File: src/glrc_pkg.sv
// Package of constants and types for the bus remote/local control block
// Contract
// - Address 0..30; respond only to matching address
// - Primary address defaults to 16
// - Show address on display after power-up
// - REN alone never enters remote
// - Talking allowed in local or remote
// - In remote only local key works
// - Local key returns to local unless lockout
// - IFC forces local, talker idle, listener idle
// - IFC turns off talk and listen lamps
// - IFC leaves settings and events untouched; the code sets the IFC event and, on leaving remote, the remote event
// - Lockout disables all keys including local
// - GTL or REN drop leaves remote
// - DCL, or SDC when addressed, clears interface; the code pulses dev_clear, ends poll mode, keeps talker and listener
// - Serial poll returns status byte
// - GET triggers only if bus trigger selected
// - Listener/talker idle on UNL/UNT/cross address
package glrc_pkg;
  // Register byte offsets
  localparam logic [7:0] OFS_CTRL = 8'h00;
  localparam logic [7:0] OFS_STATE = 8'h04;
  localparam logic [7:0] OFS_EVENT = 8'h08;
  localparam logic [7:0] OFS_MASK = 8'h0C;
  localparam logic [7:0] OFS_SPOLL = 8'h10;
  // Control register fields
  localparam int CTRL_ADDR_LSB = 0;
  localparam int CTRL_TRIG_BIT = 8;
  localparam int CTRL_RQS_BIT = 9;
  // Address limits and reset value
  localparam logic [4:0] ADDR_MAX = 5'h1E;
  localparam logic [4:0] ADDR_RESET = 5'h10;
  // Event bit positions
  localparam int EV_IFC = 0;
  localparam int EV_CLEAR = 1;
  localparam int EV_TRIG = 2;
  localparam int EV_LLO = 3;
  localparam int EV_REMOTE = 4;
  localparam int EV_POLLED = 5;
  localparam int EV_W = 6;
  // Multiline interface messages, parity bit dropped
  localparam logic [6:0] MSG_GTL = 7'h01;
  localparam logic [6:0] MSG_SDC = 7'h04;
  localparam logic [6:0] MSG_GET = 7'h08;
  localparam logic [6:0] MSG_LLO = 7'h11;
  localparam logic [6:0] MSG_DCL = 7'h14;
  localparam logic [6:0] MSG_SPE = 7'h18;
  localparam logic [6:0] MSG_SPD = 7'h19;
  localparam logic [6:0] MSG_UNL = 7'h3F;
  localparam logic [6:0] MSG_UNT = 7'h5F;
  localparam logic [1:0] GRP_LISTEN = 2'h1;
  localparam logic [1:0] GRP_TALK = 2'h2;
  // Power-up address display time
  localparam int SHOW_TIME_MS = 1000;
  localparam int CLK_KHZ = 100000;
  localparam int SHOW_CYCLES = SHOW_TIME_MS * CLK_KHZ;
  // Remote/local states, one-hot
  typedef enum logic [3:0] {
    RL_LOCAL = 4'b0001,
    RL_REMOTE = 4'b0010,
    RL_LOCAL_LOCK = 4'b0100,
    RL_REMOTE_LOCK = 4'b1000
  } glrc_rl_t;
endpackage : glrc_pkg

File: src/glrc_cmd_dec.sv
// Decoder of interface messages received while ATN is true
`timescale 1ns/1ns
module glrc_cmd_dec
  import glrc_pkg::*;
(
  input wire logic cmd_valid,
  input wire logic [7:0] cmd_byte,
  input wire logic [4:0] my_addr,
  output logic is_gtl,
  output logic is_sdc,
  output logic is_get,
  output logic is_llo,
  output logic is_dcl,
  output logic is_spe,
  output logic is_spd,
  output logic is_mla,
  output logic is_mta,
  output logic is_unl,
  output logic is_unt
);
  // Parity bit is ignored on the message lines
  wire [6:0] msg = cmd_byte[6:0];
  // Address group and address field of the message
  wire [1:0] grp = msg[6:5];
  wire addr_hit = (msg[4:0] == my_addr);

  assign is_gtl = cmd_valid && (msg == MSG_GTL);
  assign is_sdc = cmd_valid && (msg == MSG_SDC);
  assign is_get = cmd_valid && (msg == MSG_GET);
  assign is_llo = cmd_valid && (msg == MSG_LLO);
  assign is_dcl = cmd_valid && (msg == MSG_DCL);
  assign is_spe = cmd_valid && (msg == MSG_SPE);
  assign is_spd = cmd_valid && (msg == MSG_SPD);
  assign is_unl = cmd_valid && (msg == MSG_UNL);
  assign is_unt = cmd_valid && (msg == MSG_UNT);
  // Own address only; 31 is the unaddress code and never matches
  assign is_mla = cmd_valid && (grp == GRP_LISTEN) && addr_hit;
  assign is_mta = cmd_valid && (grp == GRP_TALK) && addr_hit;
endmodule : glrc_cmd_dec

File: src/glrc_timer.sv
// One-shot timer that holds its output for a set number of cycles
`timescale 1ns/1ns
module glrc_timer
#(
  parameter int COUNT = 16
)
(
  input wire logic hclk,
  input wire logic hresetn,
  output logic busy
);
  localparam int CW = $clog2(COUNT + 1);
  // Remaining cycles; loaded at reset so the window opens at power-up
  logic [CW-1:0] cnt_q;

  // Count down to zero, then rest
  always_ff @(posedge hclk or negedge hresetn)
  begin
    if (!hresetn)
      cnt_q <= CW'(COUNT);
    else if (cnt_q != '0)
      cnt_q <= cnt_q - 1'b1;
  end

  assign busy = (cnt_q != '0);
endmodule : glrc_timer

File: src/glrc_top.sv
// Bus remote/local, addressing, clear, trigger and poll control with AHB regs
//
// The AHB-Lite register port and the register addresses are this design's own decisions.
`timescale 1ns/1ns
module glrc_top
  import glrc_pkg::*;
#(
  parameter int SHOW_COUNT = SHOW_CYCLES
)
(
  input wire logic hclk,
  input wire logic hresetn,
  input wire logic hsel,
  input wire logic [7:0] haddr,
  input wire logic [1:0] htrans,
  input wire logic hwrite,
  input wire logic [2:0] hsize,
  input wire logic [31:0] hwdata,
  input wire logic hready,
  output logic [31:0] hrdata,
  output logic hreadyout,
  output logic hresp,
  input wire logic ren,
  input wire logic ifc,
  input wire logic cmd_valid,
  input wire logic [7:0] cmd_byte,
  input wire logic poll_taken,
  input wire logic key_press,
  input wire logic key_is_local,
  output logic remote_indicator,
  output logic talk_indicator,
  output logic listen_indicator,
  output logic srq_indicator,
  output logic lockout,
  output logic key_accept,
  output logic show_addr,
  output logic [4:0] primary_addr,
  output logic spoll_active,
  output logic [7:0] spoll_byte,
  output logic trigger,
  output logic dev_clear,
  output logic irq
);
  import glrc_pkg::*;

  // Register state
  logic [4:0] addr_q; // Primary bus address
  logic trig_src_q; // Bus trigger selected as control source
  logic rqs_q; // Service request pending
  logic [5:0] sbyte_q; // Status byte bits below RQS; bit 6 is RQS itself
  logic [EV_W-1:0] ev_q;
  logic [EV_W-1:0] ev_d;
  logic [EV_W-1:0] mask_q;
  // Interface state
  glrc_rl_t rl_q;
  glrc_rl_t rl_d;
  logic talk_q;
  logic listen_q;
  logic spm_q; // Serial poll mode
  logic key_q;
  logic trig_q;
  logic clr_q;
  logic show_q;
  logic irq_q;
  logic [31:0] rdata_q;
  logic ready_q;
  // Captured AHB address phase
  logic wr_q;
  logic [7:0] wa_q;

  // Message decode
  wire m_gtl, m_sdc, m_get, m_llo, m_dcl, m_spe, m_spd;
  wire m_mla, m_mta, m_unl, m_unt;
  glrc_cmd_dec u_dec (
    .cmd_valid(cmd_valid),
    .cmd_byte(cmd_byte),
    .my_addr(addr_q),
    .is_gtl(m_gtl),
    .is_sdc(m_sdc),
    .is_get(m_get),
    .is_llo(m_llo),
    .is_dcl(m_dcl),
    .is_spe(m_spe),
    .is_spd(m_spd),
    .is_mla(m_mla),
    .is_mta(m_mta),
    .is_unl(m_unl),
    .is_unt(m_unt)
  );

  // Power-up window during which the address is shown
  wire show_busy;
  glrc_timer #(.COUNT(SHOW_COUNT)) u_show (
    .hclk(hclk),
    .hresetn(hresetn),
    .busy(show_busy)
  );

  // Addressed commands count only while we are a listener
  wire gtl_hit = m_gtl && listen_q;
  wire clear_hit = m_dcl || (m_sdc && listen_q);
  wire get_hit = m_get && listen_q;
  wire trig_hit = get_hit && trig_src_q;
  wire is_remote = rl_q inside {RL_REMOTE, RL_REMOTE_LOCK};
  wire is_locked = rl_q inside {RL_LOCAL_LOCK, RL_REMOTE_LOCK};
  // Local key works only in plain remote, never under lockout
  wire local_key = key_press && key_is_local && (rl_q == RL_REMOTE);
  // Remote swallows every key but the local key
  wire key_ok = key_press && !is_remote && !is_locked;
  wire polled = poll_taken && spm_q && talk_q;

  // Remote/local state choice; REN drop and IFC take priority
  always_comb
  begin
    rl_d = rl_q;
    if (!ren)
      rl_d = RL_LOCAL;
    else if (ifc)
      rl_d = is_locked ? RL_LOCAL_LOCK : RL_LOCAL;
    else
    begin
      unique case (rl_q)
        RL_LOCAL:
        begin
          // REN by itself is not enough; a listen address is needed
          if (m_mla)
            rl_d = RL_REMOTE;
          else if (m_llo)
            rl_d = RL_LOCAL_LOCK;
        end
        RL_LOCAL_LOCK:
        begin
          if (m_mla)
            rl_d = RL_REMOTE_LOCK;
        end
        RL_REMOTE:
        begin
          if (gtl_hit || local_key)
            rl_d = RL_LOCAL;
          else if (m_llo)
            rl_d = RL_REMOTE_LOCK;
        end
        RL_REMOTE_LOCK:
        begin
          // Local key has no effect here; besides REN drop and IFC, only GTL leaves remote.
          // GTL also lifts the lockout, otherwise the keys stay dead
          if (gtl_hit)
            rl_d = RL_LOCAL;
        end
        default:
          rl_d = RL_LOCAL;
      endcase
    end
  end

  // Events; a new event in the read-clear cycle is kept
  wire ev_rd = hsel && htrans[1] && !hwrite && hready
    && (haddr == OFS_EVENT);
  wire [EV_W-1:0] ev_set;
  assign ev_set[EV_IFC] = ifc;
  assign ev_set[EV_CLEAR] = clear_hit;
  assign ev_set[EV_TRIG] = trig_hit;
  assign ev_set[EV_LLO] = m_llo;
  assign ev_set[EV_REMOTE] = is_remote != (rl_d inside
    {RL_REMOTE, RL_REMOTE_LOCK});
  assign ev_set[EV_POLLED] = polled;
  assign ev_d = (ev_rd ? '0 : ev_q) | ev_set;

  // Read mux for the address phase; data is registered for the next cycle
  wire [31:0] ctrl_v = {22'h0, rqs_q, trig_src_q, 3'h0, addr_q};
  wire [31:0] state_v = {24'h0, show_q, spm_q, listen_q, talk_q,
    is_locked, is_remote, 2'h0};
  wire [31:0] rd_mux =
    (haddr == OFS_CTRL) ? ctrl_v :
    (haddr == OFS_STATE) ? state_v :
    (haddr == OFS_EVENT) ? {26'h0, ev_q} :
    (haddr == OFS_MASK) ? {26'h0, mask_q} :
    (haddr == OFS_SPOLL) ? {24'h0, spoll_byte} : 32'h0;
  wire rd_go = hsel && htrans[1] && !hwrite && hready;
  wire wr_go = hsel && htrans[1] && hwrite && hready;
  // Out-of-range addresses are dropped, the old value stays
  wire [4:0] wr_addr = hwdata[CTRL_ADDR_LSB +: 5];
  wire addr_ok = wr_addr <= ADDR_MAX;
  wire wr_ctrl = wr_q && (wa_q == OFS_CTRL);
  wire wr_mask = wr_q && (wa_q == OFS_MASK);
  wire wr_spoll = wr_q && (wa_q == OFS_SPOLL);

  // AHB address phase capture and read data
  always_ff @(posedge hclk or negedge hresetn)
  begin
    if (!hresetn)
    begin
      wr_q <= 1'b0;
      wa_q <= 8'h00;
      rdata_q <= 32'h0000_0000;
      ready_q <= 1'b0;
    end
    else
    begin
      wr_q <= wr_go;
      wa_q <= haddr;
      ready_q <= 1'b1;
      if (rd_go)
        rdata_q <= rd_mux;
    end
  end

  // Software settings; IFC and clears never touch these
  always_ff @(posedge hclk or negedge hresetn)
  begin
    if (!hresetn)
    begin
      addr_q <= ADDR_RESET;
      trig_src_q <= 1'b0;
      mask_q <= '0;
      sbyte_q <= 6'h00;
    end
    else
    begin
      if (wr_ctrl && addr_ok)
        addr_q <= wr_addr;
      if (wr_ctrl)
        trig_src_q <= hwdata[CTRL_TRIG_BIT];
      if (wr_mask)
        mask_q <= hwdata[EV_W-1:0];
      if (wr_spoll)
        sbyte_q <= hwdata[5:0];
    end
  end

  // Service request: set by software, cleared once the poll byte is read
  always_ff @(posedge hclk or negedge hresetn)
  begin
    if (!hresetn)
      rqs_q <= 1'b0;
    else if (wr_ctrl && hwdata[CTRL_RQS_BIT])
      rqs_q <= 1'b1;
    else if (polled || (wr_ctrl && !hwdata[CTRL_RQS_BIT]))
      rqs_q <= 1'b0;
  end

  // Talker and listener: IFC wins, then the address messages
  always_ff @(posedge hclk or negedge hresetn)
  begin
    if (!hresetn)
    begin
      talk_q <= 1'b0;
      listen_q <= 1'b0;
    end
    else if (ifc)
    begin
      talk_q <= 1'b0;
      listen_q <= 1'b0;
    end
    else
    begin
      // Talking does not depend on remote
      if (m_mta)
        talk_q <= 1'b1;
      else if (m_unt || m_mla)
        talk_q <= 1'b0;
      if (m_mla)
        listen_q <= 1'b1;
      else if (m_unl || m_mta)
        listen_q <= 1'b0;
    end
  end

  // Remote state, serial poll mode, pulses and interrupt
  always_ff @(posedge hclk or negedge hresetn)
  begin
    if (!hresetn)
    begin
      rl_q <= RL_LOCAL;
      spm_q <= 1'b0;
      key_q <= 1'b0;
      trig_q <= 1'b0;
      clr_q <= 1'b0;
      show_q <= 1'b0;
      ev_q <= '0;
      irq_q <= 1'b0;
    end
    else
    begin
      rl_q <= rl_d;
      // Poll mode ends on SPD, on IFC and on a device clear
      if (ifc || m_spd || clear_hit)
        spm_q <= 1'b0;
      else if (m_spe)
        spm_q <= 1'b1;
      key_q <= key_ok || local_key;
      trig_q <= trig_hit;
      clr_q <= clear_hit;
      show_q <= show_busy;
      ev_q <= ev_d;
      irq_q <= |(ev_d & mask_q);
    end
  end

  // Outputs from flip-flops; hresp is tied low
  assign hrdata = rdata_q;
  assign hreadyout = ready_q;
  assign hresp = 1'b0;
  assign remote_indicator = rl_q[1] | rl_q[3];
  assign talk_indicator = talk_q;
  assign listen_indicator = listen_q;
  assign srq_indicator = rqs_q;
  assign lockout = rl_q[2] | rl_q[3];
  assign key_accept = key_q;
  assign show_addr = show_q;
  assign primary_addr = addr_q;
  assign spoll_active = spm_q;
  assign spoll_byte = {1'b0, rqs_q, sbyte_q};
  assign trigger = trig_q;
  assign dev_clear = clr_q;
  assign irq = irq_q;
endmodule : glrc_top

File: config.mk
export PLATFORM = sky130hd
export DESIGN_NAME = glrc_top
export DESIGN_NICKNAME = d
export VERILOG_FILES = /design/src/glrc_pkg.sv /design/src/glrc_cmd_dec.sv /design/src/glrc_timer.sv /design/src/glrc_top.sv
export SDC_FILE = /design/constraint.sdc
export NUM_CORES = 1
export LEC_CHECK = 0
export BUFFER_PORTS_ARGS = -buffer_cell sky130_fd_sc_hd__buf_4
export CAP_MARGIN = 20
export CORE_ASPECT_RATIO = 1.75
export CORE_MARGIN = 1.5
export CORE_UTILIZATION = 31
export DETAILED_ROUTE_END_ITERATION = 16
export SYNTH_ARGS = -nofsm -noshare
export SYNTH_HDL_FRONTEND = slang
export SYNTH_SLANG_ARGS = --single-unit
File: constraint.sdc
create_clock -name hclk -period 2.22 [get_ports hclk]
set_input_delay 0.444 -clock hclk [delete_from_list [all_inputs] [get_ports hclk]]
set_output_delay 0.444 -clock hclk [all_outputs]
set_load 0.1 [all_outputs]
Yosys cells after proc, flatten, opt, wreduce, memory -nomap -nowiden
Cells that the tools add are included.

storage, ports and cells
  register bits after elaboration = 106
  output and inout bits = 58
  word-level logic and storage cells = 135
  bits of input ports = 64

cells by class
  bitwise gates (word level) = 4
  $add $sub $neg = 1
  order comparisons = 1
  reduce and logical (&&, ||, !) cells = 58
  mux-type cells = 26
  equality and inequality tests = 25

operators with widths
  kind                   number
  $logic_and 1x1->1      35
  $mux 4                 8
  $eq 7x5->1 const B     4
  $reduce_bool 27->1     1
  $sub 27x1->27 const B  1
  $eq 8x4->1 const B     3
  $mux 7                 3
  $eq 8x5->1 const B     2
  $logic_not 8->1        2
  $pmux 4 s4             1
  $mux 1                 10
  $mux 10                1
  $reduce_bool 2->1      5
  $eq 4x2->1 const B     2
  $eq 4x4->1 const B     2
  $eq 8x3->1 const B     1
  $logic_or 1x1->1       8
  $mux 8                 1
  $eq 7x1->1 const B     1
  $eq 7x3->1 const B     1
  $eq 7x4->1 const B     1
  $eq 7x6->1 const B     1
  $eq 7x7->1 const B     1
  $and 6x6->6            1
  14 further kinds       19

Longest topological paths before layout
Gate-level depths: netlist of run 1.

  depth in word-level cells = 14
  mapped depth = 7
  gate-level depth less buffers = 6

Hierarchy
Synthesis of run 1 repeated with hierarchy kept, for this count alone.

unflattened totals
  cell total of the unflattened synthesis = 429
  area total of the unflattened synthesis = 4404.2 um2

modules (own cells, without submodules)
  module        cells an instance  seq. area each (um2)  area each (um2)  times used
  glrc_top      281                1428.9                2886.5           1
  glrc_timer    119                690.7                 1346.3           1
  glrc_cmd_dec  29                 0.0                   171.4            1

Least setup slack after synthesis of run 1
No wires, ideal clock.

  path kind = input-to-reg
  start = input port haddr[0]
  end = register irq_q, in the netlist irq
  cell stages on the path = 6
  setup slack = -0.174 ns
  data arrival time = 2.257 ns
  library setup time = 0.137 ns
  path buffers = 1
  required time = 2.083 ns
  path through = or4_1 or4_1 buf_2 a32o_2 a2111oi_4 nand4b_1

between the ends
  longest elaborated chain between the ends = 6

RTL lines
  what                  RTL line         text
  from (decl)           glrc_top.sv:14   input wire logic [7:0] haddr,
  $eq 8x4->1            glrc_top.sv:158  && (haddr == OFS_EVENT);
  $logic_and 1x1->1     glrc_top.sv:158
  $mux 6                glrc_top.sv:167  assign ev_d = (ev_rd ? '0 : ev_q) | ev_set;
  $or 6x6->6            glrc_top.sv:167
  via ev_d[2]           glrc_top.sv:52   logic [EV_W-1:0] ev_d;
  $and 6x6->6           glrc_top.sv:296  irq_q <= |(ev_d & mask_q);
  $reduce_or 6->1       glrc_top.sv:296
  to (signal assigned)  glrc_top.sv:296
  to (decl)             glrc_top.sv:64   logic irq_q;

The timed path passes the listed nets, and every way through them passes these cells.
A chain may end at the register's enable or synchronous reset.

Worst setup path after layout of run 1
Same ends and word-level chain as after synthesis.

==> results list, run 1 <==
- The flow ran to the end, and the final reports show no timing, DRC or antenna violations.
- Ordered list of cells on the worst path: buf_4, or4_1, or4_4, a32o_2, a2111oi_4, nand4b_1
* Max-Slew Margin vs Limit: about 57%
- Among all flip-flop cells after synthesis, the most frequent one is sky130_fd_sc_hd__dfrtp_1.
* Total leakage power: 2.52 nW
- Yosys printed 0 warnings.
- After layout, the design draws a total of 3.85 mW.
- Area growth syn-to-layout: 25.5%
- During I/O placement, the number of pins put on the boundary was between 100 and 150.
- The first global-routing pass estimated between 15 and 20 mm of wire.
- Post-Syn Area: 4350 um2
- The clock network is responsible for ~42% of the overall power.
- Distinct cell type count after synthesis: 64
- Relative contribution of combinational cells to total power: between 10% and 20%
- EDFF count, synth: 0
* Remaining routing DRC violations: 0
- Clock-pin slew reported for the worst setup and hold paths after clock tree synthesis: ~70 ps
- Across all register-to-register paths, the minimum setup slack is approximately 130 ps.
- DR pass1 iterations: 4
* Final count of pins violating max slew: 0
* Gate count of the mapped netlist: ~430
- Hold-fix buffers at CTS: 0
* Standard cell core area: 13,800 um2
- Once the floorplan was initialized, standard cells occupied 31.6% of the core.
- For the worst-skew pair, the clock arrives at the later sink with an insertion delay of 340 ps.
* Power Internal: 2.70 mW
- Ant diodes: 0
- Along the worst path, the maximum fanout reaches 2.
- DRT Wirelength: 11.8 mm
- Count of port buffers added during placement: 68
- Pwr per Cell Area: 706 nW/um2
* Die boundary width: between 90 and 100 um
* End-of-flow core utilization: 39.6%
- For the final database, setup skew stands at 9.85 ps.
- For this run, the top clock speed supported by timing is 0.462 GHz.
* Average via count per standard cell: ~5.2
* Wire length per cell: 17.1 um
- At the pin with the least slew margin, the transition time is 643 ps.
- Count of state elements after synthesis: 84
- Final count of hold timing violations: 0
* Number of sinks handled by clock tree synthesis: 84
- The congestion estimate from routability-driven global placement came to 0.933.
- Standard cell with the maximum stage delay on the critical path: sky130_fd_sc_hd__or4_4
* Maximum number of pins on one net before global-route repair: 52
* Final cycle utilization of the critical path: between 90% and 100%
- Counting flops with an async set or reset pin after synthesis yields a share of 100%.
- CP Launch Type: input pin
- Via count of the first global-routing pass: 3,521
- The analysis attributes to net switching a power of 1.15 mW.
- Top library cells by usage in the layout, fill and taps aside: 91 x sky130_fd_sc_hd__buf_4, 68 x sky130_fd_sc_hd__dfrtp_1, 33 x sky130_fd_sc_hd__nand2_1
* Inserted Clock Buffers: 9
* CTS tree: done
- Summing the sequential cell areas from Yosys gives about half of the chip area.
- Die Outline Area: 14,800 um2
- The worst setup path is captured at a flip-flop.
- The worst-case IR drop observed on VDD is 408 uV.
* Reg power frac: 41.7%
- Number of nets with antenna violations after routing: 0
- Signal arrival time at the worst endpoint: 2370 ps
- Half-perimeter wire length after placement: 9.13 mm
- Mapped Avg Cell Area: 10.2 um2
* Antenna violations before repair: 0
- Clock period minus worst slack: 2160 ps
- DRC marker count from the first detailed-route iteration: 202
- Classification of the worst-slack hold path: in2async
* Root Buffer: sky130_fd_sc_hd__clkbuf_16
- Number of nets in the layout: 577
- Across the run, the number of max-cap violations was 0.
- The die is 160 um tall.
- Commonest non-fill, non-tap cell in the layout: sky130_fd_sc_hd__buf_4
* Depth of the CTS H-tree: 3
- CTS Buffer Depth: 2
* Setup repair after global routing missed its margin: false
- Row cnt: 57
- By startpoint and endpoint, the worst setup path is classified as in2reg.
* Vias: 3,581
- Largest incremental delay on the critical path: 590 ps
- In the final layout, the share of cells above drive strength 1 is 29.6%.
* Net switching fraction of the power: 29.9%
- Across every metal layer, demand over resource in global routing totals about 16%.
- Remaining Overflow, GRT: 0
* Data required time of the critical path: 2430 ps
- Setup violation total in the final timing report: 0
==> per-layer routing <==
layer | share of wire [%] | vias to the layer above | track usage [%]
met1 | 35 | 1781 | 16.3
li1 | - | 1670 | -
met3 | 4.7 | 27 | 3.71
met4 | 4.1 | 0 | 8.53
met2 | 56 | 103 | 30.6
met5 | 0 | - | 0
==> flip-flops by register name, indices dropped and copies added, names as in the netlist, 4 cells and up <==
| name | count |
|---|---|
| ev_q | 6 |
| hrdata | 10 |
| mask_q | 6 |
| primary_addr | 5 |
| rl_q | 4 |
| sbyte_q | 6 |
| u_show.cnt_q | 27 |
| wa_q | 8 |
==> timing repair <==
item                                    4_1_cts  5_1_grt
setup buffers                                 0        0
gates resized for setup                       1        2
endpoints found under the setup margin        1       16
==> critical path: cells and delay by family <==
kind | cells | cell delay [ps]
compound gates | 2 | 570
buf+inv | 1 | 110
simple gates | 3 | 1240
==> per-stage QoR <==
stage | hold WS, ps | setup TNS [ps] | cell area (um2) | instances | setup slack (ps)
floorplan | 148 | -157 | 4440 | 449 | -157
global placement | 438 | -454 | 5110 | 678 | -332
detailed placement | 439 | -594 | 5110 | 678 | -362
CTS | 68.0 | 0 | 5440 | 694 | 59.9
global route | 84.1 | 0 | 5460 | 694 | 1.76
finish | 59.3 | 0 | 5460 | 694 | 57.6
==> logic make-up after synthesis <==
kind of cell	share of synthesized area (%)
DFF	48.8
adders and majority gates	0.288
xor gates and xnor gates	5.64
muxes	5.07
buffers and inverters	6.68
and+or+nand+nor	19.1
AOI/OAI and AO/OA	14.3
other	0.173
==> layout make-up <==
class | instances | area, um2
clock buffer | 9 | 225
clock inverter | 7 | 97.6
fill | 1356 | 8310
inverter | 12 | 45.0
multi-input combinational | 313 | 2040
sequential | 84 | 2120
tap | 177 | 221
timing repair buffer | 92 | 703
==> worst paths after layout <==
path / cells past startpoint / startpoint / end
max: 6 / haddr[0] / irq$_DFF_PN0_
min: 1 / hresetn / trig_src_q$_DFFE_PN0P_
max reg2reg: 6 / u_show.cnt_q[21]$_DFFE_PN1P_ / u_show.cnt_q[9]$_DFFE_PN0P_
min reg2reg: 1 / u_show.cnt_q[12]$_DFFE_PN0P_ / u_show.cnt_q[12]$_DFFE_PN0P_
max in group asynchronous: 2 / hresetn / u_show.cnt_q[20]$_DFFE_PN1P_
min in group hclk: 1 / haddr[1] / wa_q[1]$_DFF_PN0_
==> Yosys cell counts (4+ instances only) <==
library cell	instances	area share, %
sky130_fd_sc_hd__inv_1	12	1.0
sky130_fd_sc_hd__nor2_1	25	2.2
sky130_fd_sc_hd__and3_1	5	0.72
sky130_fd_sc_hd__dfrtp_1	70	40
sky130_fd_sc_hd__a21oi_1	17	2.0
sky130_fd_sc_hd__mux2i_1	4	0.92
sky130_fd_sc_hd__nand2b_1	6	0.86
sky130_fd_sc_hd__dfstp_2	14	8.5
sky130_fd_sc_hd__buf_4	25	4.3
sky130_fd_sc_hd__nand3_1	18	2.1
sky130_fd_sc_hd__nand2_1	33	2.8
sky130_fd_sc_hd__a31oi_1	5	0.72
sky130_fd_sc_hd__xor2_1	10	2.0
sky130_fd_sc_hd__clkbuf_1	13	1.1
sky130_fd_sc_hd__nor2b_1	9	1.3
sky130_fd_sc_hd__a22oi_1	4	0.69
sky130_fd_sc_hd__nor4_1	6	0.86
sky130_fd_sc_hd__a22o_1	6	1.2
sky130_fd_sc_hd__nand4_1	6	0.86
sky130_fd_sc_hd__nor3_1	18	2.1
sky130_fd_sc_hd__xnor2_1	18	3.6
sky130_fd_sc_hd__o21ai_0	15	1.7
sky130_fd_sc_hd__or4_1	5	0.86
sky130_fd_sc_hd__mux2_2	16	4.1
==> power by group through the flow <==
stage	logic, mW	registers, mW	clock network (mW)
2_1_floorplan	0.338	1.75	0
3_3_place_gp	0.605	1.63	0
3_5_place_dp	0.611	1.63	0
4_1_cts	0.612	1.61	1.67
5_1_grt	0.642	1.61	1.74
6_report	0.611	1.61	1.63
Power figures use the tool's default switching activity.
==> run 2: changes to the inputs <==
--- a/config.mk
+++ b/config.mk
@@ -7,7 +7,7 @@
 export LEC_CHECK = 0
 export BUFFER_PORTS_ARGS = -buffer_cell sky130_fd_sc_hd__buf_4
 export CAP_MARGIN = 20
-export CORE_ASPECT_RATIO = 1.75
+export CORE_ASPECT_RATIO = 0.7
 export CORE_MARGIN = 1.5
 export CORE_UTILIZATION = 31
 export DETAILED_ROUTE_END_ITERATION = 16
==> constraint.sdc (replaced) <==
create_clock -name hclk -period 2.22 [get_ports hclk]
set_input_delay 0.444 -clock hclk [delete_from_list [all_inputs] [get_ports hclk]]
set_output_delay 0.444 -clock hclk [all_outputs]
set_load 0.005 [all_outputs]
==> run 2 against run 1 <==
Combinational power fell by 52%; die area fell by 0.11%; first-iteration DRC count fell by 1.5%; routed wire length fell by 5.1%; critical path depth rose by 1; hold slack improved by 180 ps; maximum frequency rose by 0.23%; via count fell by 2.2%; global-route usage fell by 0.34 points; cell area rose by 0.73%; critical path type unchanged; clock skew fell by 3.2 ps; highest routed layer unchanged; critical endpoint unchanged.
==> results list, run 2 (synthesis gave the netlist of run 1 again) <==
- TritonCTS built the clock tree.
* Total negative slack: 0 ps (unchanged)
- DRT Wirelength: 11.2 mm (-5.1%)
- Ant diodes: 0 (unchanged)
- Commonest non-fill, non-tap cell in the layout: sky130_fd_sc_hd__buf_4
- CP Launch Type: input pin
- Post-Route Skew: 6.67 ps (-3.18 ps)
* Highest ir drop seen on vdd: 444 uV (+8.7%)
- The leakage power of the design was 2.53 nW (+0.72%).
* Worst slew pin tran: 876 ps (+234 ps)
* Total power: 3.61 mW (-6.2%)
* Row cnt: 35 (-39%)
- The maximum fanout along the worst path was 7 (+5).
- The post-place instance area is 5130 um2 (+0.29%).
- The clock slew at the register clock pins of the worst setup and hold paths came to 60 ps (about the same).
- The width of the die is 145 um (+56%).
* DRC marker count from the first detailed-route iteration: 199 (-1.5%)
* Remaining routing DRC violations: 0 (unchanged)
* Setup repair after global routing missed its margin: false
- The number of H-tree branching levels came to 3 (unchanged).
- In the layout the commonest cells are 92 x sky130_fd_sc_hd__buf_4, 70 x sky130_fd_sc_hd__dfrtp_1, 33 x sky130_fd_sc_hd__nand2_1.
- Half-perimeter wire length after placement: 8.66 mm (-5.1%)
- The post-route standard cell area excluding fillers came to 5500 um2 (+0.73%).
- Layout fillers: 1,345 (-0.81%)
- Overall global routing resource usage: 16.0% (-0.34 points)
- Startpoint-to-endpoint class of the critical path: in2reg
* Die Outline Area: 14,800 um2 (-0.11%)
* Minimum setup slack after placement: -330 ps (+31.9 ps)
- The wire length of the first global-routing pass was 17.9 mm (-3.2%).
* Max FFs per register: 27 (unchanged)
* Launching instance or port of the critical path: haddr[0]
* Setup violation total in the final timing report: 0 (unchanged)
* Count of port buffers added during placement: 68 (unchanged)
* Area growth syn-to-layout: 26.4%
- Vias: 3,503 (-2.2%)
- CP Capture Type: flip-flop
- The run finished with clean final reports.
- The maximum count of clock buffers along a single path came to 2 (unchanged).
* Root Buffer: sky130_fd_sc_hd__clkbuf_16
- Ports placed on the boundary: 122 (unchanged)
- The worst hold margin is 238 ps (+179 ps).
- The number of sinks handled by clock tree synthesis came to 84 (unchanged).
- Final instance count without filler cells: 704 (+1.4%)
- The number of hold violations in the final report was 0 (unchanged).
- The fmax came to 0.463 GHz (+0.23%).
- The number of global-route vias before repair is 3,336 (-5.3%).
- Maximum number of pins on one net before global-route repair: 44 (-15%)
* End-of-flow core utilization: 41.0% (+1.4 points)
- The startpoint identified for the worst hold timing path is haddr[1].
- The critical path arrival is 2360 ps (about the same).
* Average via count per standard cell: 4.98 (-3.6%)
- The number of violations of the max-capacitance limit came to 0 (unchanged).
* Max-Slew Margin vs Limit: 41.0% (-16 points)
* Wire length per cell: 16.0 um (-6.5%)
* Register area: 2120 um2 (-0.12%)
- The fraction of layout instances using a drive strength above 1 is 29.3% (-0.31 points).
* Antenna violations before repair: 0 (unchanged)
* Pwr per Cell Area: 657 nW/um2 (-6.8%)
- Initial cell density of the core: 32.4% (+0.86 points)
* Register with the highest flop count: u_show.cnt_q
* Worst-case setup margin in the final layout: 62.5 ps (+4.91 ps)
* Classification of the worst-slack hold path: in2reg
- Final cycle utilization of the critical path: 97.2% (-0.22 points)
- The clock insertion delay at the later pin of the skew report is 340 ps (about the same).
- Reg-to-reg critical path startpoint: u_show.cnt_q[19]$_DFFE_PN0P_
- Number of nets with antenna violations after routing: 0 (unchanged)
* Vertical die dimension: 102 um (-36%)
* Number of nets in the layout: 579 (+0.35%)
* Final count of pins violating max slew: 0 (unchanged)
- Standard cell core area: 13,400 um2 (-2.6%)
- The first-pass detailed-route iteration total is 4 (unchanged).
- The number of buffers created by CTS came to 9 (unchanged).
- Placed cell count: 687 (+1.3%)
- Remaining Overflow, GRT: 0 (unchanged)
- The multi-input combinational cell area was 2040 um2 (-0.12%).
- Buffers inserted by post-CTS timing repair: 0 (unchanged)
- Routability congestion estimate from global placement: 0.840 (-10%)
- Data required time of the critical path: 2420 ps (about the same)
- Clock period minus worst slack: 2160 ps (-4.91 ps)
## run 2: changes by cell type in the layout (fill, tap and decap cells not counted), sizes merged
cell | before | now
clkinvlp | 2 | 1
dlygate4sd3 | 0 | 1
clkbuf | 9 | 10
buf | 92 | 93
inv | 14 | 13
bufinv | 2 | 3
## run 2: worst paths after layout
path / to / slack, ps / cells past startpoint
setup / recovery: irq$_DFF_PN0_ / 60 / 7
hold / removal: wa_q[1]$_DFF_PN0_ / 240 / 1
setup reg to reg: u_show.cnt_q[9]$_DFFE_PN0P_ / 150 / 7
hold reg to reg: u_show.cnt_q[12]$_DFFE_PN0P_ / 470 / 1
max in group asynchronous: primary_addr[4]$_DFFE_PN1P_ / 1050 / 3
min in group asynchronous: hrdata[7]$_DFFE_PN0P_ / 510 / 2
## run 2: critical path: stages
cell                       delay [ps]
sky130_fd_sc_hd__buf_4            120
sky130_fd_sc_hd__or4_1            510
sky130_fd_sc_hd__or4_4            560
sky130_fd_sc_hd__buf_4            180
sky130_fd_sc_hd__a21o_2           220
sky130_fd_sc_hd__a22oi_2          200
sky130_fd_sc_hd__nand4b_1         130
## run 2: where the power goes
part | internal [mW] | total [mW] | switching [mW]
Sequential | 1.57 | 1.61 | 0.0372
Combinational | 0.138 | 0.292 | 0.154
Clock | 1.10 | 1.71 | 0.612
## run 2: area by class of cell
class	count	area share, %
flip-flops and latches	84	38.6
inverters	12	0.820
well taps	185	4.21
repair buffers	94	13.1
multi-input cells	313	37.1
clock inverters	6	2.03
clock buffers	10	4.17
## run 2: timing repair
action	4_1_cts	5_1_grt
hold endpoints to repair	15	0
resized for setup	0	3
hold buffers	1	0
setup endpoints to repair	0	2
## run 2: metal layers
metal / up-vias / track usage (%) / part of all wire [%]
li1: 1670 / - / -
met1: 1743 / 23.9 / 51
met2: 86 / 22.9 / 43
met3: 4 / 3.98 / 6.2
met4: 0 / 4.51 / 0.50
met5: - / 0 / 0
==> run 3: changes to the inputs <==
==> constraint.sdc (replaced) <==
create_clock -name hclk -period 2.22 [get_ports hclk]
set_input_delay 0.444 -clock hclk [delete_from_list [all_inputs] [get_ports hclk]]
set_output_delay 0.444 -clock hclk [all_outputs]
set_load 0.1 [all_outputs]
==> run 3 against run 2 <==
Sequential cell count did not move; routed wire length grew 2.6%; total power grew 5.6%; combinational power grew 110%; register-to-register slack better by 60 ps; maximum frequency shrank 1.6%; critical endpoint unchanged; highest routed layer unchanged; clock power down 6%; cell area is 1.1% lower; core utilization shrank 0.46 points; clock-buffer cell count is 1 higher; global-route usage up 0.43 points.
==> results list, run 3 (synthesis gave the netlist of run 1 again) <==
- Ports placed on the boundary: 122 (unchanged)
- Clock-pin slew reported for the worst setup and hold paths after clock tree synthesis: 60 ps (about the same)
- CP dominant cell by count: sky130_fd_sc_hd__buf_4
- The die outline height was 102 um (unchanged).
- The total instance count after detailed placement is 686 (-0.15%).
- The post-layout worst setup margin is 28.1 ps (-34.4 ps).
- The maximum count of clock buffers along a single path came to 2 (unchanged).
* Inserted Clock Buffers: 9 (unchanged)
* Result of the run: finished clean
* Share of post-route cells with drive strength above 1: 29.2% (-0.080 points)
- The placer's final routability congestion estimate came to 0.855 (+1.8%).
- The largest voltage drop on the vdd net came to 307 uV (-31%).
- Total power: 3.81 mW (+5.6%)
* Depth of the CTS H-tree: 3 (unchanged)
- Number of sinks handled by clock tree synthesis: 84 (unchanged)
- Signal arrival time at the worst endpoint: 2390 ps (+30 ps)
* Top library cells by usage in the layout, fill and taps aside: 92 x sky130_fd_sc_hd__buf_4, 68 x sky130_fd_sc_hd__dfrtp_1, 33 x sky130_fd_sc_hd__nand2_1
- Standard cell core area: 13,400 um2 (unchanged)
- Remaining Overflow, GRT: 0 (unchanged)
- CP Launch Type: input pin
* Antenna violations before repair: 0 (unchanged)
* Ordered list of cells on the worst path: buf_4, or4_1, or4_4, buf_4, a21o_2, a22oi_1, nand4b_1
* Setup repair after global routing missed its margin: false
- The tightest min-delay check is of the in2async type.
* Ant diodes: 0 (unchanged)
- Max FFs per register: 27 (unchanged)
- TritonCTS built the clock tree.
* Half-perimeter wire length after placement: 8.95 mm (+3.3%)
- Commonest non-fill, non-tap cell in the layout: sky130_fd_sc_hd__buf_4
- The setup TNS after final layout was 0 ps (unchanged).
* Initial cell density of the core: 32.4% (unchanged)
- The worst slew margin relative to its limit is 53.5% (+12 points).
- The number of global-route vias before repair came to 3,323 (-0.39%).
- The post-layout instance count excluding filler cells came to 702 (-0.28%).
- The hold-fix buffer count after cts came to 0 (-1).
- Counting flops per register, the top entry is u_show.cnt_q.
* DRT Wirelength: 11.5 mm (+2.6%)
- DR pass1 iterations: 5 (+1)
- The combined global-route utilization of all metal layers is 16.5% (+0.43 points).
- Final count of hold timing violations: 0 (unchanged)
- Number of nets with antenna violations after routing: 0 (unchanged)
* Worst slew pin tran: 692 ps (-184 ps)
- The ratio of final minimum period to clock period is 98.7% (+1.5 points).
- The number of vias after detailed routing came to 3,527 (+0.69%).
- Root Buffer: sky130_fd_sc_hd__clkbuf_16
* Number of nets in the layout: 577 (-0.35%)
* Area growth syn-to-layout: 25.0%
- Clock period minus worst slack: 2190 ps (+34.4 ps)
* Post-Route Skew: 5.50 ps (-1.17 ps)
- The data required time at the worst endpoint was 2420 ps (about the same).
- Max-cap violations: 0 (unchanged)
- The wire length per cell was 16.4 um (+2.9%).
* Die Outline Area: 14,800 um2 (unchanged)
- Setup violation total in the final timing report: 0 (unchanged)
- The worst slack at placement is -335 ps (-4.01 ps).
- The count of pins over their slew limit came to 0 (unchanged).
* Slack of the worst reg-to-reg path: 210 ps (+60 ps)
- The ratio of routed vias to standard cells came to 5.02 (+0.97%).
* Maximum operating frequency: 0.456 GHz (-1.6%)
* Standard cell area after detailed placement: 5110 um2 (-0.34%)
* CP max FO: 7 (unchanged)
- Standard cell with the maximum stage delay on the critical path: sky130_fd_sc_hd__or4_4
- Row cnt: 35 (unchanged)
- Wire length of the first global-routing pass: 18.1 mm (+1.0%)
- The count of routing violations after the opening detailed-route iteration was 297 (+49%).
- The maximum number of pins on one net before global-route repair is 39 (-11%).
- Count of port buffers added during placement: 68 (unchanged)
- Skew-Pair Late Insertion Delay: 340 ps (about the same)
- Total leakage power: 2.51 nW (-0.87%)
* Startpoint-to-endpoint class of the critical path: in2reg
* Remaining routing DRC violations: 0 (unchanged)
- Largest incremental delay on the critical path: 570 ps (about the same)
- Pwr per Cell Area: 702 nW/um2 (+6.8%)
- The worst setup path is captured at a flip-flop.
- The width of the die is 145 um (unchanged).
* Area of all placed cells without fillers: 5430 um2 (-1.1%)
## run 3: timing repair
item,CTS,global route
gates resized for setup,0,1
buffers inserted,0,0
setup endpoints to repair,0,1
## run 3: metal layers
metal / wire [um] / part of all wire [%] / vias up / track usage (%)
met1: 5740 / 50 / 1731 / 24.6
met5: 0 / 0 / - / 0
li1: - / - / 1666 / -
met4: 134 / 1.2 / 0 / 4.82
met3: 901 / 7.8 / 12 / 4.50
met2: 4760 / 41 / 118 / 23.0
## run 3: worst paths after layout
path / to / cells after the start / start
worst max-delay path: irq$_DFF_PN0_ / 7 / haddr[0]
worst min-delay path: wr_q$_DFF_PN0_ / 1 / hresetn
worst max register to register: u_show.cnt_q[9]$_DFFE_PN0P_ / 7 / u_show.cnt_q[19]$_DFFE_PN0P_
worst min register to register: u_show.cnt_q[26]$_DFFE_PN1P_ / 1 / u_show.cnt_q[26]$_DFFE_PN1P_
max in group asynchronous: rl_q[0]$_DFF_PN1_ / 2 / hresetn
min in group hclk: wa_q[6]$_DFF_PN0_ / 1 / haddr[6]
## run 3: power breakdown
| part | switching, mW | internal, mW | leakage, nW | total (mW) |
|---|---|---|---|---|
| sequential | 0.0385 | 1.57 | 1.06 | 1.61 |
| combinational | 0.468 | 0.134 | 1.30 | 0.602 |
| clock | 0.593 | 1.01 | 0.159 | 1.60 |
| total | 1.10 | 2.71 | 2.51 | 3.81 |
## run 3: final cells by class
class                   count  area (um2)
clock buffers              11         243
clock inverters             5        75.1
fillers                  1333        7970
inverters                  12        45.0
multi-input cells         313        2030
flip-flops and latches     84        2120
well taps                 185         231
repair buffers             92         691
## run 3: through the flow
stage / hold WS (ps) / utilization (%)
floorplan: 148 / -
global placement: 439 / 38.2
detailed placement: 457 / 38.2
CTS: 89.7 / 40.5
global route: 101 / 40.6
finish: 65.0 / 40.6
## run 3: worst max-delay path, delay by kind of cell
kind,cells,cell delay [ps]
buffers and inverters,2,300
AND/OR/NAND/NOR,3,1210
AO/OA/AOI/OAI,2,450
